## src/logic/prt_pkg.sv

```systemverilog
`default_nettype none
package prt_pkg;
   localparam int CNT_W = 16;
   localparam int NUM_W = 25;
   localparam int CLK_PERIOD_NS = 20;
   localparam int TICK_NS = 1000;
   localparam int TICK_DIV = TICK_NS / CLK_PERIOD_NS;
   localparam logic [5:0] TICK_LAST = 6'(TICK_DIV - 1);
   localparam logic [5:0] TICK_ZERO = 6'h00;
   localparam int PHASE_MAX_MS = 32;
   localparam logic [CNT_W-1:0] PHASE_MAX_TICKS =
      CNT_W'(PHASE_MAX_MS * 1000000 / TICK_NS);
   localparam logic [15:0] OFFSET_C = 16'h00eb;
   localparam logic [15:0] SLOPE_C = 16'h0190;
   localparam logic [4:0] DIV_LAST = 5'(NUM_W - 1);
   localparam logic [4:0] DIV_ZERO = 5'h00;

   typedef enum logic [2:0] {
      ST_IDLE, ST_WAIT_LO, ST_WAIT_HI, ST_HIGH, ST_LOW, ST_DIVIDE
   } prt_state_type;
endpackage
`default_nettype wire

```

## src/logic/prt_cnt_if.sv

```systemverilog
`timescale 1ns/100ps
`default_nettype none
interface prt_cnt_if #(parameter int W = 16) ();
   logic clr;
   logic run;
   logic tick;
   logic [W-1:0] count;
   logic sat;
   modport ctl (output clr, output run, output tick,
                input count, input sat);
   modport cnt (input clr, input run, input tick,
                output count, output sat);
endinterface
`default_nettype wire

```

## src/logic/prt_phase_counter.sv

```systemverilog
`timescale 1ns/100ps
`default_nettype none
module prt_phase_counter #(
   parameter int W = 16
) (
   input wire logic clk_sys_i,
   input wire logic nrst_i,
   prt_cnt_if.cnt cnt_io
);
   logic [W-1:0] count_q;

   // counts ticks while running, sticks at all ones
   always_ff @(posedge clk_sys_i or negedge nrst_i) begin
      if (!nrst_i) begin
         count_q <= '0;
      end else if (cnt_io.clr) begin
         count_q <= '0;
      end else if (cnt_io.run && cnt_io.tick && !cnt_io.sat) begin
         count_q <= count_q + 1'b1;
      end
   end

   assign cnt_io.count = count_q;
   assign cnt_io.sat = &count_q;
endmodule
`default_nettype wire

```

## src/logic/prt_reader.sv

```systemverilog
// Function
// - time high and low phases, derive temperature
// - ratio only; stable fast counting clock
// - single sensor input line carries everything
// - clear both counters before each measurement
// - each phase counter sixteen bits wide
// - wait for low, then rising edge
// - high counter runs; falling edge swaps counters
// - low counter stops at next rising edge
// - hold both counts readable after completion
// - counter tick one microsecond or finer
// - path must keep high/low ratio intact
// - celsius equals offset minus slope times ratio
`timescale 1ns/100ps
`default_nettype none
module prt_reader #(
   parameter int CW = prt_pkg::CNT_W,
   parameter logic [15:0] OFFSET = prt_pkg::OFFSET_C,
   parameter logic [15:0] SLOPE = prt_pkg::SLOPE_C
) (
   input wire logic clk_sys_i,
   input wire logic nrst_i,
   input wire logic sense_i,
   input wire logic start_i,
   output logic busy_o,
   output logic done_o,
   output logic error_o,
   output logic timeout_o,
   output logic [CW-1:0] high_phase_time_o,
   output logic [CW-1:0] low_phase_time_o,
   output logic [15:0] temp_c_o
);
   import prt_pkg::*;

   localparam int DONE_WAIT = 30;

   prt_state_type state_q;
   logic s1_q, s2_q, s3_q;
   logic rise, fall;
   logic [5:0] tick_cnt_q;
   logic tick;
   logic take;
   logic [CW-1:0] hi_q, lo_q;
   logic [NUM_W-1:0] num_q, quo_q;
   logic [CW:0] rem_q, rem_sh, diff;
   logic [4:0] step_q;
   logic [31:0] prod;
   logic div_end;
   logic [2:0] fill_q;
   logic sync_ok;
   logic [NUM_W-1:0] quo_next;

   prt_cnt_if #(.W(CW)) hi_if ();
   prt_cnt_if #(.W(CW)) lo_if ();

   prt_phase_counter #(.W(CW)) u_hi_cnt (
      .clk_sys_i(clk_sys_i),
      .nrst_i(nrst_i),
      .cnt_io(hi_if.cnt)
   );
   prt_phase_counter #(.W(CW)) u_lo_cnt (
      .clk_sys_i(clk_sys_i),
      .nrst_i(nrst_i),
      .cnt_io(lo_if.cnt)
   );

   // one input pin, synchronised before any edge logic
   always_ff @(posedge clk_sys_i or negedge nrst_i) begin
      if (!nrst_i) begin
         s1_q <= 1'b0;
         s2_q <= 1'b0;
         s3_q <= 1'b0;
         fill_q <= 3'h0;
      end else begin
         s1_q <= sense_i;
         s2_q <= s1_q;
         s3_q <= s2_q;
         fill_q <= {fill_q[1:0], 1'b1};
      end
   end
   // no edge or level is trusted until the chain holds real pin samples
   assign sync_ok = fill_q[2];
   // both edges see the same delay, so the duty ratio is kept
   assign rise = sync_ok && s2_q && !s3_q;
   assign fall = sync_ok && !s2_q && s3_q;

   // 1 us counting tick from the system clock
   always_ff @(posedge clk_sys_i or negedge nrst_i) begin
      if (!nrst_i) begin
         tick_cnt_q <= TICK_ZERO;
      end else if (tick) begin
         tick_cnt_q <= TICK_ZERO;
      end else begin
         tick_cnt_q <= tick_cnt_q + 1'b1;
      end
   end
   assign tick = (tick_cnt_q == TICK_LAST);

   assign take = (state_q == ST_IDLE) && start_i;
   assign hi_if.clr = take;
   assign lo_if.clr = take;
   assign hi_if.tick = tick;
   assign lo_if.tick = tick;
   assign hi_if.run = (state_q == ST_HIGH);
   assign lo_if.run = (state_q == ST_LOW);
   assign div_end = (state_q == ST_DIVIDE) && (step_q == DIV_ZERO);

   // measurement sequence
   always_ff @(posedge clk_sys_i or negedge nrst_i) begin
      if (!nrst_i) begin
         state_q <= ST_IDLE;
      end else begin
         unique case (state_q)
            ST_IDLE: begin
               if (start_i) begin
                  state_q <= ST_WAIT_LO;
               end
            end
            ST_WAIT_LO: begin
               if (sync_ok && !s2_q) begin
                  state_q <= ST_WAIT_HI;
               end
            end
            ST_WAIT_HI: begin
               if (rise) begin
                  state_q <= ST_HIGH;
               end
            end
            ST_HIGH: begin
               if (hi_if.sat) begin
                  state_q <= ST_IDLE;
               end else if (fall) begin
                  state_q <= ST_LOW;
               end
            end
            ST_LOW: begin
               if (lo_if.sat) begin
                  state_q <= ST_IDLE;
               end else if (rise) begin
                  state_q <= ST_DIVIDE;
               end
            end
            ST_DIVIDE: begin
               if (step_q == DIV_ZERO) begin
                  state_q <= ST_IDLE;
               end
            end
            default: state_q <= ST_IDLE;
         endcase
      end
   end

   // counts latched at the closing edge and held
   always_ff @(posedge clk_sys_i or negedge nrst_i) begin
      if (!nrst_i) begin
         hi_q <= '0;
         lo_q <= '0;
      end else if (state_q == ST_LOW && rise && !lo_if.sat) begin
         hi_q <= hi_if.count;
         lo_q <= lo_if.count;
      end
   end
   assign high_phase_time_o = hi_q;
   assign low_phase_time_o = lo_q;

   // restoring divide of slope*high by low
   assign prod = 32'(SLOPE) * 32'(hi_q);
   assign rem_sh = {rem_q[CW-1:0], num_q[NUM_W-1]};
   assign diff = rem_sh - {1'b0, lo_q};
   // quotient including the bit decided in the current step
   assign quo_next = {quo_q[NUM_W-2:0], (rem_sh >= {1'b0, lo_q})};

   always_ff @(posedge clk_sys_i or negedge nrst_i) begin
      if (!nrst_i) begin
         step_q <= DIV_ZERO;
         num_q <= '0;
         quo_q <= '0;
         rem_q <= '0;
      end else if (state_q == ST_LOW && rise) begin
         step_q <= DIV_LAST;
         rem_q <= '0;
         quo_q <= '0;
      end else if (state_q == ST_DIVIDE) begin
         num_q <= (step_q == DIV_LAST) ? {prod[NUM_W-2:0], 1'b0}
                                       : {num_q[NUM_W-2:0], 1'b0};
         if (step_q == DIV_LAST) begin
            rem_q <= ({{CW{1'b0}}, prod[NUM_W-1]} >= {1'b0, lo_q}) ?
                     {{CW{1'b0}}, prod[NUM_W-1]} - {1'b0, lo_q} :
                     {{CW{1'b0}}, prod[NUM_W-1]};
            quo_q <= {{(NUM_W-1){1'b0}},
                      ({{CW{1'b0}}, prod[NUM_W-1]} >= {1'b0, lo_q})};
         end else begin
            rem_q <= (rem_sh >= {1'b0, lo_q}) ? diff : rem_sh;
            quo_q <= quo_next;
         end
         step_q <= step_q - 1'b1;
      end
   end

   // offset minus slope*ratio, whole degrees
   always_ff @(posedge clk_sys_i or negedge nrst_i) begin
      if (!nrst_i) begin
         temp_c_o <= '0;
      end else if (div_end) begin
         temp_c_o <= OFFSET - quo_next[15:0];
      end
   end

   // status flags, cleared when a measurement is taken
   always_ff @(posedge clk_sys_i or negedge nrst_i) begin
      if (!nrst_i) begin
         done_o <= 1'b0;
         error_o <= 1'b0;
         timeout_o <= 1'b0;
      end else begin
         if (div_end) begin
            done_o <= 1'b1;
         end else if (take) begin
            done_o <= 1'b0;
         end
         if ((hi_if.run && hi_if.sat) || (lo_if.run && lo_if.sat) ||
             (div_end && (lo_q == '0 || quo_next[NUM_W-1:15] != '0))) begin
            error_o <= 1'b1;
         end else if (take) begin
            error_o <= 1'b0;
         end
         if ((hi_if.run && hi_if.count > PHASE_MAX_TICKS) ||
             (lo_if.run && lo_if.count > PHASE_MAX_TICKS)) begin
            timeout_o <= 1'b1;
         end else if (take) begin
            timeout_o <= 1'b0;
         end
      end
   end
   assign busy_o = (state_q != ST_IDLE);
endmodule
`default_nettype wire

```

## config.mk

```make
export PLATFORM = sky130hd
export DESIGN_NAME = prt_reader
export DESIGN_NICKNAME = d
export VERILOG_FILES = /design/src/logic/prt_pkg.sv /design/src/logic/prt_cnt_if.sv /design/src/logic/prt_phase_counter.sv /design/src/logic/prt_reader.sv
export SDC_FILE = /design/constraint.sdc
export NUM_CORES = 1
export LEC_CHECK = 0
export ABC_CLOCK_PERIOD_IN_PS = 4600
export BUFFER_PORTS_ARGS = -buffer_cell sky130_fd_sc_hd__buf_2
export CORE_MARGIN = 2
export CORE_UTILIZATION = 56
export CTS_CLUSTER_DIAMETER = 200
export DETAILED_ROUTE_END_ITERATION = 8
export PLACE_DENSITY_LB_ADDON = 0.15
export SETUP_SLACK_MARGIN = 0.02
export SLEW_MARGIN = 20
export SYNTH_ARGS = -nofsm -noshare
export SYNTH_HDL_FRONTEND = slang
export SYNTH_HIERARCHICAL = 1
export SYNTH_SLANG_ARGS = --single-unit
```

## constraint.sdc

```tcl
create_clock -name clk_sys_i -period 4.6 [get_ports clk_sys_i]
set_clock_uncertainty 0.2 [all_clocks]
set_input_delay 1.15 -clock clk_sys_i [delete_from_list [all_inputs] [get_ports clk_sys_i]]
set_output_delay 1.15 -clock clk_sys_i [all_outputs]
set_load 0.1 [all_outputs]
```

==> results of run 1 <==
-- state kept, by name, summed over array words and instances, names as in the netlist --
name	count
temp_c_o	16
tick_cnt_q	6
fill_q	3
u_lo_cnt/cnt_io.count	16
quo_q	24
s2_q	1
step_q	5
error_o	1
num_q	20
low_phase_time_o	16
state_q	3
high_phase_time_o	16
s1_q	1
u_hi_cnt/cnt_io.count	16
timeout_o	1
done_o	1
rem_q	16
s3_q	1
-- cell usage in the layout, fill, tap and decap left out, types with 12 or more instances in the layout --
master,n
dfrtp_4,12
o31ai_1,19
nand3_1,19
ha_4,17
buf_4,41
buf_2,54
nand2_1,120
dfrtp_1,149
a21oi_1,58
a22o_1,25
ha_1,60
clkbuf_16,17
nor3_1,14
or4_1,16
o21ai_0,72
mux2_2,19
xnor2_1,27
nor4_1,16
xor2_1,15
nor2_1,60
nor2b_1,14
inv_1,85
-- cells by family (layout without fill, tap and decap cells) --
group           count (synthesis)  count (layout)  share of synthesized area [%]
compound gates                291             291                           19.0
xor+xnor                       42              42                           3.62
fa+ha+maj                      90              90                           12.0
buf+inv                       132             222                           5.23
flops                         163             163                           40.1
mux                            30              30                           3.19
other cells                     1               1                         0.0369
simple gates                  335             335                           16.8
-- worst reg2reg max path, cell delays in order (launching register included) --
cell	delay, ps
dfrtp_4	520
ha_4	260
ha_4	260
inv_2	30
fa_1	490
inv_2	50
ha_4	220
a211oi_4	230
o21ai_2	90
a31o_2	260
a21oi_4	160
o21ai_2	90
a21oi_2	140
xnor2_1	90
ha_2	200
inv_2	60
ha_4	130
a21oi_2	40
or4b_4	540
a21oi_4	230
inv_2	90
a211oi_2	180
-- per-stage QoR --
stage	utilization [%]	total power [mW]	instances	TNS, ps
2_1_floorplan	-	6.20	1084	-0.949
3_3_place_gp	62.2	7.18	1362	0
3_5_place_dp	62.2	7.26	1362	-66.0
4_1_cts	65.7	8.72	1397	-19.1
5_1_grt	66.1	9.39	1403	-1350
6_report	66.1	8.75	1403	-41.6
-- how the worst max path moves through the flow --
stage,end,slack (ps),depth (start not counted)
2_1_floorplan,rem_q[14],-0.9,21
3_3_place_gp,rem_q[14],20,21
3_5_place_dp,rem_q[14],-50,21
4_1_cts,rem_q[14],-20,19
5_1_grt,rem_q[14],-180,21
6_report,rem_q[14],-40,21
-- cell type report --
cell class              count  area [µm²]
fillers                  1482        6060
multi-input cells         789        5870
flip-flops and latches    163        4130
repair buffers             99         632
clock buffers              19         453
inverters                  91         342
well taps                 229         287
clock inverters            13         126
-- metal layers --
layer	share of wire (%)	global-route usage, %	vias to the layer above
met5	0	0	-
met4	1.8	8.03	0
met3	3.0	3.35	30
met2	48	41.1	145
met1	47	35.7	3978
li1	-	-	4064
-- where the power goes --
group / total [mW] / internal, mW / switching, mW
registers: 2.31 / 1.85 / 0.462
clock network: 1.39 / 0.782 / 0.612
logic: 5.05 / 1.83 / 3.22
-- synthesized netlist by cell type (all sizes together), types with 3 or more instances --
| master | number |
|---|---|
| dfrtp | 163 |
| nor3 | 16 |
| o21a | 10 |
| nor2b | 15 |
| nor2 | 63 |
| a21oi | 65 |
| o311ai | 4 |
| clkbuf | 30 |
| nor3b | 4 |
| o211ai | 8 |
| o31ai | 19 |
| a22oi | 9 |
| and4 | 10 |
| xnor2 | 27 |
| o21bai | 3 |
| fa | 12 |
| or3 | 9 |
| nor4 | 17 |
| a21o | 9 |
| mux2i | 11 |
| a22o | 25 |
| a2111oi | 4 |
| and3 | 9 |
| nand3 | 19 |
| and2 | 6 |
| a31o | 3 |
| nand2 | 121 |
| xor2 | 15 |
| a31oi | 12 |
| or4 | 17 |
| inv | 91 |
| nand4 | 11 |
| mux2 | 19 |
| o21ai | 87 |
| nand2b | 12 |
| buf | 11 |
| a211o | 3 |
| ha | 78 |
| a211oi | 11 |
-- repair_timing --
action / 4_1_cts / 5_1_grt
hold buffers: 0 / 0
resized for setup: 3 / 7
buffers inserted: 3 / 6
setup endpoints to repair: 7 / 17
pin swaps: 3 / 6
==> key figures, run 1 <==
Placement
  • Port-buffer cells: 55
  • Hpwl dp: 17.1 mm
  • Final GP Congestion: roughly 0.92
  • Setup WS pre-CTS: -45.0 ps
  • Area post-placement: approximately 11000 µm²

STA
  • Achievable Freq: 0.215 GHz
  • Post-route minimum period: around 4600 ps
  • Worst Tran Pin Value: roughly 940 ps
  • Tcrit/Tclk final: 101%
  • Final setup violation count: 1
  • Final hold slack: between 100 and 150 ps
  • RSZ-0062 raised after global routing: true
  • Max Slew Vio Count: 0
  • Final Hold Vio Count: 0
  • Max-slew headroom at the worst pin: between 30% and 40%
  • Final worst slack: -41.6 ps

Hold path
  • Worst hold path cell count: 0
  • Hold path endpoint: fill_q[1]
  • Type of the worst min-delay path: flop to flop
  • Min-delay src: fill_q[0]

GRT
  • Vias in the first global route: 7851
  • Initial antenna violation count: 0
  • GRT Residual Overflow: 0
  • Largest net degree at the start of global routing: 72
  • Total GRT Usage: around 25%
  • First-pass GRT wire length: 39.7 mm

Worst setup path
  • R2R setup slack: -40 ps
  • Crit path max fanout: 6
  • CP Launch Type: flop
  • Crit-path leading delay family: adder cells
  • Worst Path Class, Setup: flop to flop
  • Slowest CP cell: or4b_4
  • Reg2reg start: high_phase_time_o[3]
  • CP startpoint: high_phase_time_o[3]
  • Worst-case reg-to-reg path depth: 21
  • CP required: roughly 4800 ps
  • CP peak stage delay: 540 ps
  • Crit path DAT: between 4000 and 5000 ps
  • R2R Path End: rem_q[14]
  • CP bufs+invs: 4
  • CP Capture Type: flop
  • Worst-path cell chain: ha_4 > ha_4 > inv_2 > fa_1 > inv_2 > ha_4 > a211oi_4 > o21ai_2 > a31o_2 > a21oi_4 > o21ai_2 > a21oi_2 > xnor2_1 > ha_2 > inv_2 > ha_4 > a21oi_2 > or4b_4 > a21oi_4 > inv_2 > a211oi_2

Floorplan
  • I/O Pins: 56
  • Placeable Area: 17900 µm²
  • Starting Density: 56.8%
  • Chip width: 139 µm
  • Die Height: 139 µm
  • Site Rows: between 40 and 50
  • Die ar.: 19200 µm²

Drt
  • Routed wire per std cell: around 17 µm
  • Routed via count: 8217
  • Wirelength, routed: approximately 24 mm
  • DRT Pass-1 Iters: 8
  • Initial DRC count: about 530
  • DRT antenna net count: 0
  • DRC errors left: 0
  • Via density: approximately 6

Synth
  • Top cell type's share of synthesized area: 40.1%
  • Post-synthesis cell type count: 79
  • Post-Syn Nets: around 1200
  • FF+latch count, synth: roughly 160
  • Register area share after synthesis: 40.1%
  • Top cells by area, synth: dfrtp_1, ha_1, nand2_1
  • Synth area leader: dfrtp_1
  • Asr flop ratio synth: 100%
  • Post-Syn Area: just over 10000 µm²
  • Avg Inst Size Synth: 9.37 µm²
  • Ys Warns: 6
  • Post-synth EDFFs: 0
  • Ys flop type: dfrtp_1
  • Post-Synthesis Cells: approximately 1100

Clock tree
  • Root buffer cell: clkbuf_16
  • Worst-path clk slew: around 70 ps
  • Clock Tree Buf Depth: 2
  • Htree depth: 4
  • CTS tree: yes
  • Clock sink count: about 160
  • Total CTS buffers: 17
  • Worst skew pair latency: between 400 and 500 ps

Run status
  • Status: finished, violations left
  • Failing checks: setup timing

Finish
  • Layout Nets: between 1000 and 1500
  • Fin area: between 10000 and 15000 µm²
  • Antenna cell count: 0
  • Share of post-route cells with drive strength above 1: about a fifth
  • Synth-to-Final Area Change: 16.5%

Pwr
  • Leakage power: around 5.5 nW
  • Worst VDD drop: between 500 and 600 µV
  • PD cells: 739 nW/µm²

Run
  • Max-cap violations: 0
Power figures use the tool's default switching activity.
==> inputs of run 2 (changes only) <==
--- a/config.mk
+++ b/config.mk
@@ -5,10 +5,9 @@
 export SDC_FILE = /design/constraint.sdc
 export NUM_CORES = 1
 export LEC_CHECK = 0
-export ABC_CLOCK_PERIOD_IN_PS = 4600
+export ABC_CLOCK_PERIOD_IN_PS = 4550
 export BUFFER_PORTS_ARGS = -buffer_cell sky130_fd_sc_hd__buf_2
-export CORE_MARGIN = 2
-export CORE_UTILIZATION = 56
+export CORE_UTILIZATION = 62
 export CTS_CLUSTER_DIAMETER = 200
 export DETAILED_ROUTE_END_ITERATION = 8
 export PLACE_DENSITY_LB_ADDON = 0.15
==> constraint.sdc (replaced) <==
create_clock -name clk_sys_i -period 4.55 [get_ports clk_sys_i]
set_clock_uncertainty 0.2 [all_clocks]
set_input_delay 1.1375 -clock clk_sys_i [delete_from_list [all_inputs] [get_ports clk_sys_i]]
set_output_delay 1.1375 -clock clk_sys_i [all_outputs]
set_load 0.1 [all_outputs]
==> run 2 against run 1 <==
  * The flow still finishes with violations (setup timing)
  * Via count rose by 5.1%
  * Die area fell by 12%
  * Flip-flop and latch count stayed put
  * Sequential share of layout area is 0.90 points lower
  * Global-route usage grew 6.1 points
  * Worst setup slack lost 190 ps
  * Final area rose by 2.7%
  * Critical path depth unchanged
  * Clock-buffer cell count shrank 2
  * Largest power group unchanged
==> key figures, run 2 (synthesized netlist as in run 1, its figures left out) <==
GRT
  • Met3 Use GR: under 10%
  • Initial antenna violation count: 0
  • Global Route met2 Usage: about 52%
  • Total GRT Usage: a little under a third
  • Vias in the first global route: 8187
  • GRT Residual Overflow: 0
  • GR Util met1: between 30% and 40%
  • Layer with the highest usage: met2
  • First-pass GRT wire length: slightly above 40 mm
  • Largest net degree at the start of global routing: between 80 and 90

Finish
  • Commonest non-fill, non-tap cells in the layout: dfrtp_1, nand2_1, inv_1
  • Post-Layout Cell Count: about 1400
  • Top reg by flops: quo_q
  • Commonest non-fill, non-tap cell in the layout: dfrtp_1
  • Regs by FF count: quo_q (24), num_q (20)
  • Max reg flops: 24
  • Antenna cell count: 0
  • Layout Nets: about 1300
  • Synth-to-Final Area Change: 19.6%
  • Share of post-route cells with drive strength above 1: 22.3%

Floorplan
  • Site Rows: 46
  • Die ar.: between 15000 and 20000 µm²
  • Chip width: 130 µm
  • Die Height: roughly 130 µm
  • Starting Density: approximately 64%
  • Placeable Area: between 15000 and 20000 µm²
  • I/O Pins: 56

Clock tree
  • Total CTS buffers: 17
  • Htree depth: 4
  • Worst-path clk slew: around 70 ps
  • Worst skew pair latency: about 430 ps
  • Clock sink count: 163
  • Root buffer cell: clkbuf_16
  • CTS tree: yes
  • Clock Tree Buf Depth: 2

Pwr
  • Clk pwr share: 15.7%
  • Internal power: around 4.7 mW
  • Seq pwr share: 25.2%
  • Worst VDD drop: 671 µV
  • Combinational power share: between 50% and 60%
  • Net Sw Frac: between 40% and 50%
  • PD cells: 763 nW/µm²
  • Psw: between 4 and 5 mW
  • Pwr Total: around 9.3 mW
  • Leakage power: 5.63 nW

Placement
  • Port-buffer cells: 55
  • Final GP Congestion: between 0.9 and 1
  • Inst Count DP: ~1300
  • Hpwl dp: roughly 17 mm
  • Setup WS pre-CTS: -95.0 ps

Worst setup path
  • Crit path max fanout: 5
  • CP required: 4700 ps
  • Crit path DAT: around 5000 ps
  • Worst Path Class, Setup: flop to flop
  • Slowest CP cell: dfrtp_4
  • CP peak stage delay: approximately 520 ps
  • CP Launch Type: flop
  • Worst-path cell chain: ha_4 > ha_4 > inv_2 > fa_1 > inv_2 > ha_4 > a211oi_4 > o21ai_2 > a31o_4 > a21oi_4 > o21ai_2 > a21oi_2 > xnor2_1 > ha_2 > inv_2 > ha_4 > or4b_4 > a21oi_4 > buf_6 > a21oi_2 > a21oi_1
  • CP Capture Type: flop
  • CP most frequent cell: ha_4

STA
  • Final Hold Vio Count: 0
  • Max-slew headroom at the worst pin: 44.0%
  • Worst Tran Pin Value: about 840 ps
  • Final setup violation count: 9
  • Max Slew Vio Count: 0
  • Final setup TNS: -1150 ps
  • Tcrit/Tclk final: 105%
  • Post-route minimum period: ~4800 ps
  • RSZ-0062 raised after global routing: true
  • Final worst slack: -227 ps
  • Achievable Freq: 0.209 GHz

Drt
  • Initial DRC count: 622
  • DRC errors left: 0
  • Routed wire per std cell: around 18 µm
  • DRT antenna net count: 0
  • Routed via count: roughly 8600
  • DRT Pass-1 Iters: 5
  • Via density: 6.11
  • Wirelength, routed: between 20 and 30 mm

Run status
  • Status: finished, violations left
  • Failing checks: setup timing

Run
  • Max-cap violations: 0

Hold path
  • Type of the worst min-delay path: flop to flop
run 2: cell count changes in the layout (fill, tap and decap cells not counted), sizes merged:
cell,delta
buf,+23
bufinv,+1
clkbuf,-2
clkinv,-1
clkinvlp,-1
inv,+3
run 2: layout make-up:
type,instances,area [µm²]
Clock buffer,17,425
Clock inverter,15,170
Fill cell,1138,3790
Inverter,91,342
Multi-Input combinational cell,789,5980
Sequential cell,163,4130
Tap cell,216,270
Timing Repair Buffer,122,840
run 2: power groups by stage:
| stage | combinational (mW) | sequential (mW) | clock (mW) |
|---|---|---|---|
| after CTS | 5.23 | 2.33 | 1.47 |
| after global routing | 5.94 | 2.39 | 1.54 |
| after global placement | 4.87 | 2.33 | 0 |
| after detailed placement | 5.00 | 2.35 | 0 |
| final | 5.48 | 2.34 | 1.45 |
| after floorplan | 3.05 | 3.22 | 0 |
run 2: path summary, 6_finish.rpt:
kind,from,slack (ps),cells after the start,to
max in group asynchronous,nrst_i,2780,2,quo_q[2]
hold reg to reg,s1_q,160,0,s2_q
setup / recovery,high_phase_time_o[3],-230,21,rem_q[12]
setup reg to reg,high_phase_time_o[3],-230,21,rem_q[12]
min in group asynchronous,nrst_i,570,1,u_lo_cnt/cnt_io.count[11]
hold / removal,s1_q,160,0,s2_q
run 2: through the flow:
stage	hold WS, ps	cell area, µm²	utilization, %
after floorplan	131	10500	-
after global placement	135	11100	69.7
after detailed placement	138	11100	69.7
after CTS	162	12000	75.1
after global routing	166	12200	76.2
final	161	12200	76.2
run 2: worst max-delay path, delay by kind of cell, from the launching register on:
family | cells | cell delay [ps]
AO/OA/AOI/OAI | 9 | 1440
XOR/XNOR | 1 | 140
adder cells (fa/ha/maj) | 6 | 1610
buffers and inverters | 4 | 260
flip-flops | 1 | 520
AND/OR/NAND/NOR | 1 | 520
run 2: timing repair:
action,CTS,global route
hold buffers,0,0
pin swaps,16,20
setup endpoints to repair,7,19
gates cloned,0,0
hold endpoints to repair,0,0
resized for setup,6,28
setup buffers,29,7
run 2: per-layer routing:
metal,wire (µm),share of wire (%),vias to the layer above
met4,1000,3.9,0
met2,12700,50,253
met5,0,0,-
li1,-,-,4101
met1,10800,42,4217
met3,1060,4.1,64
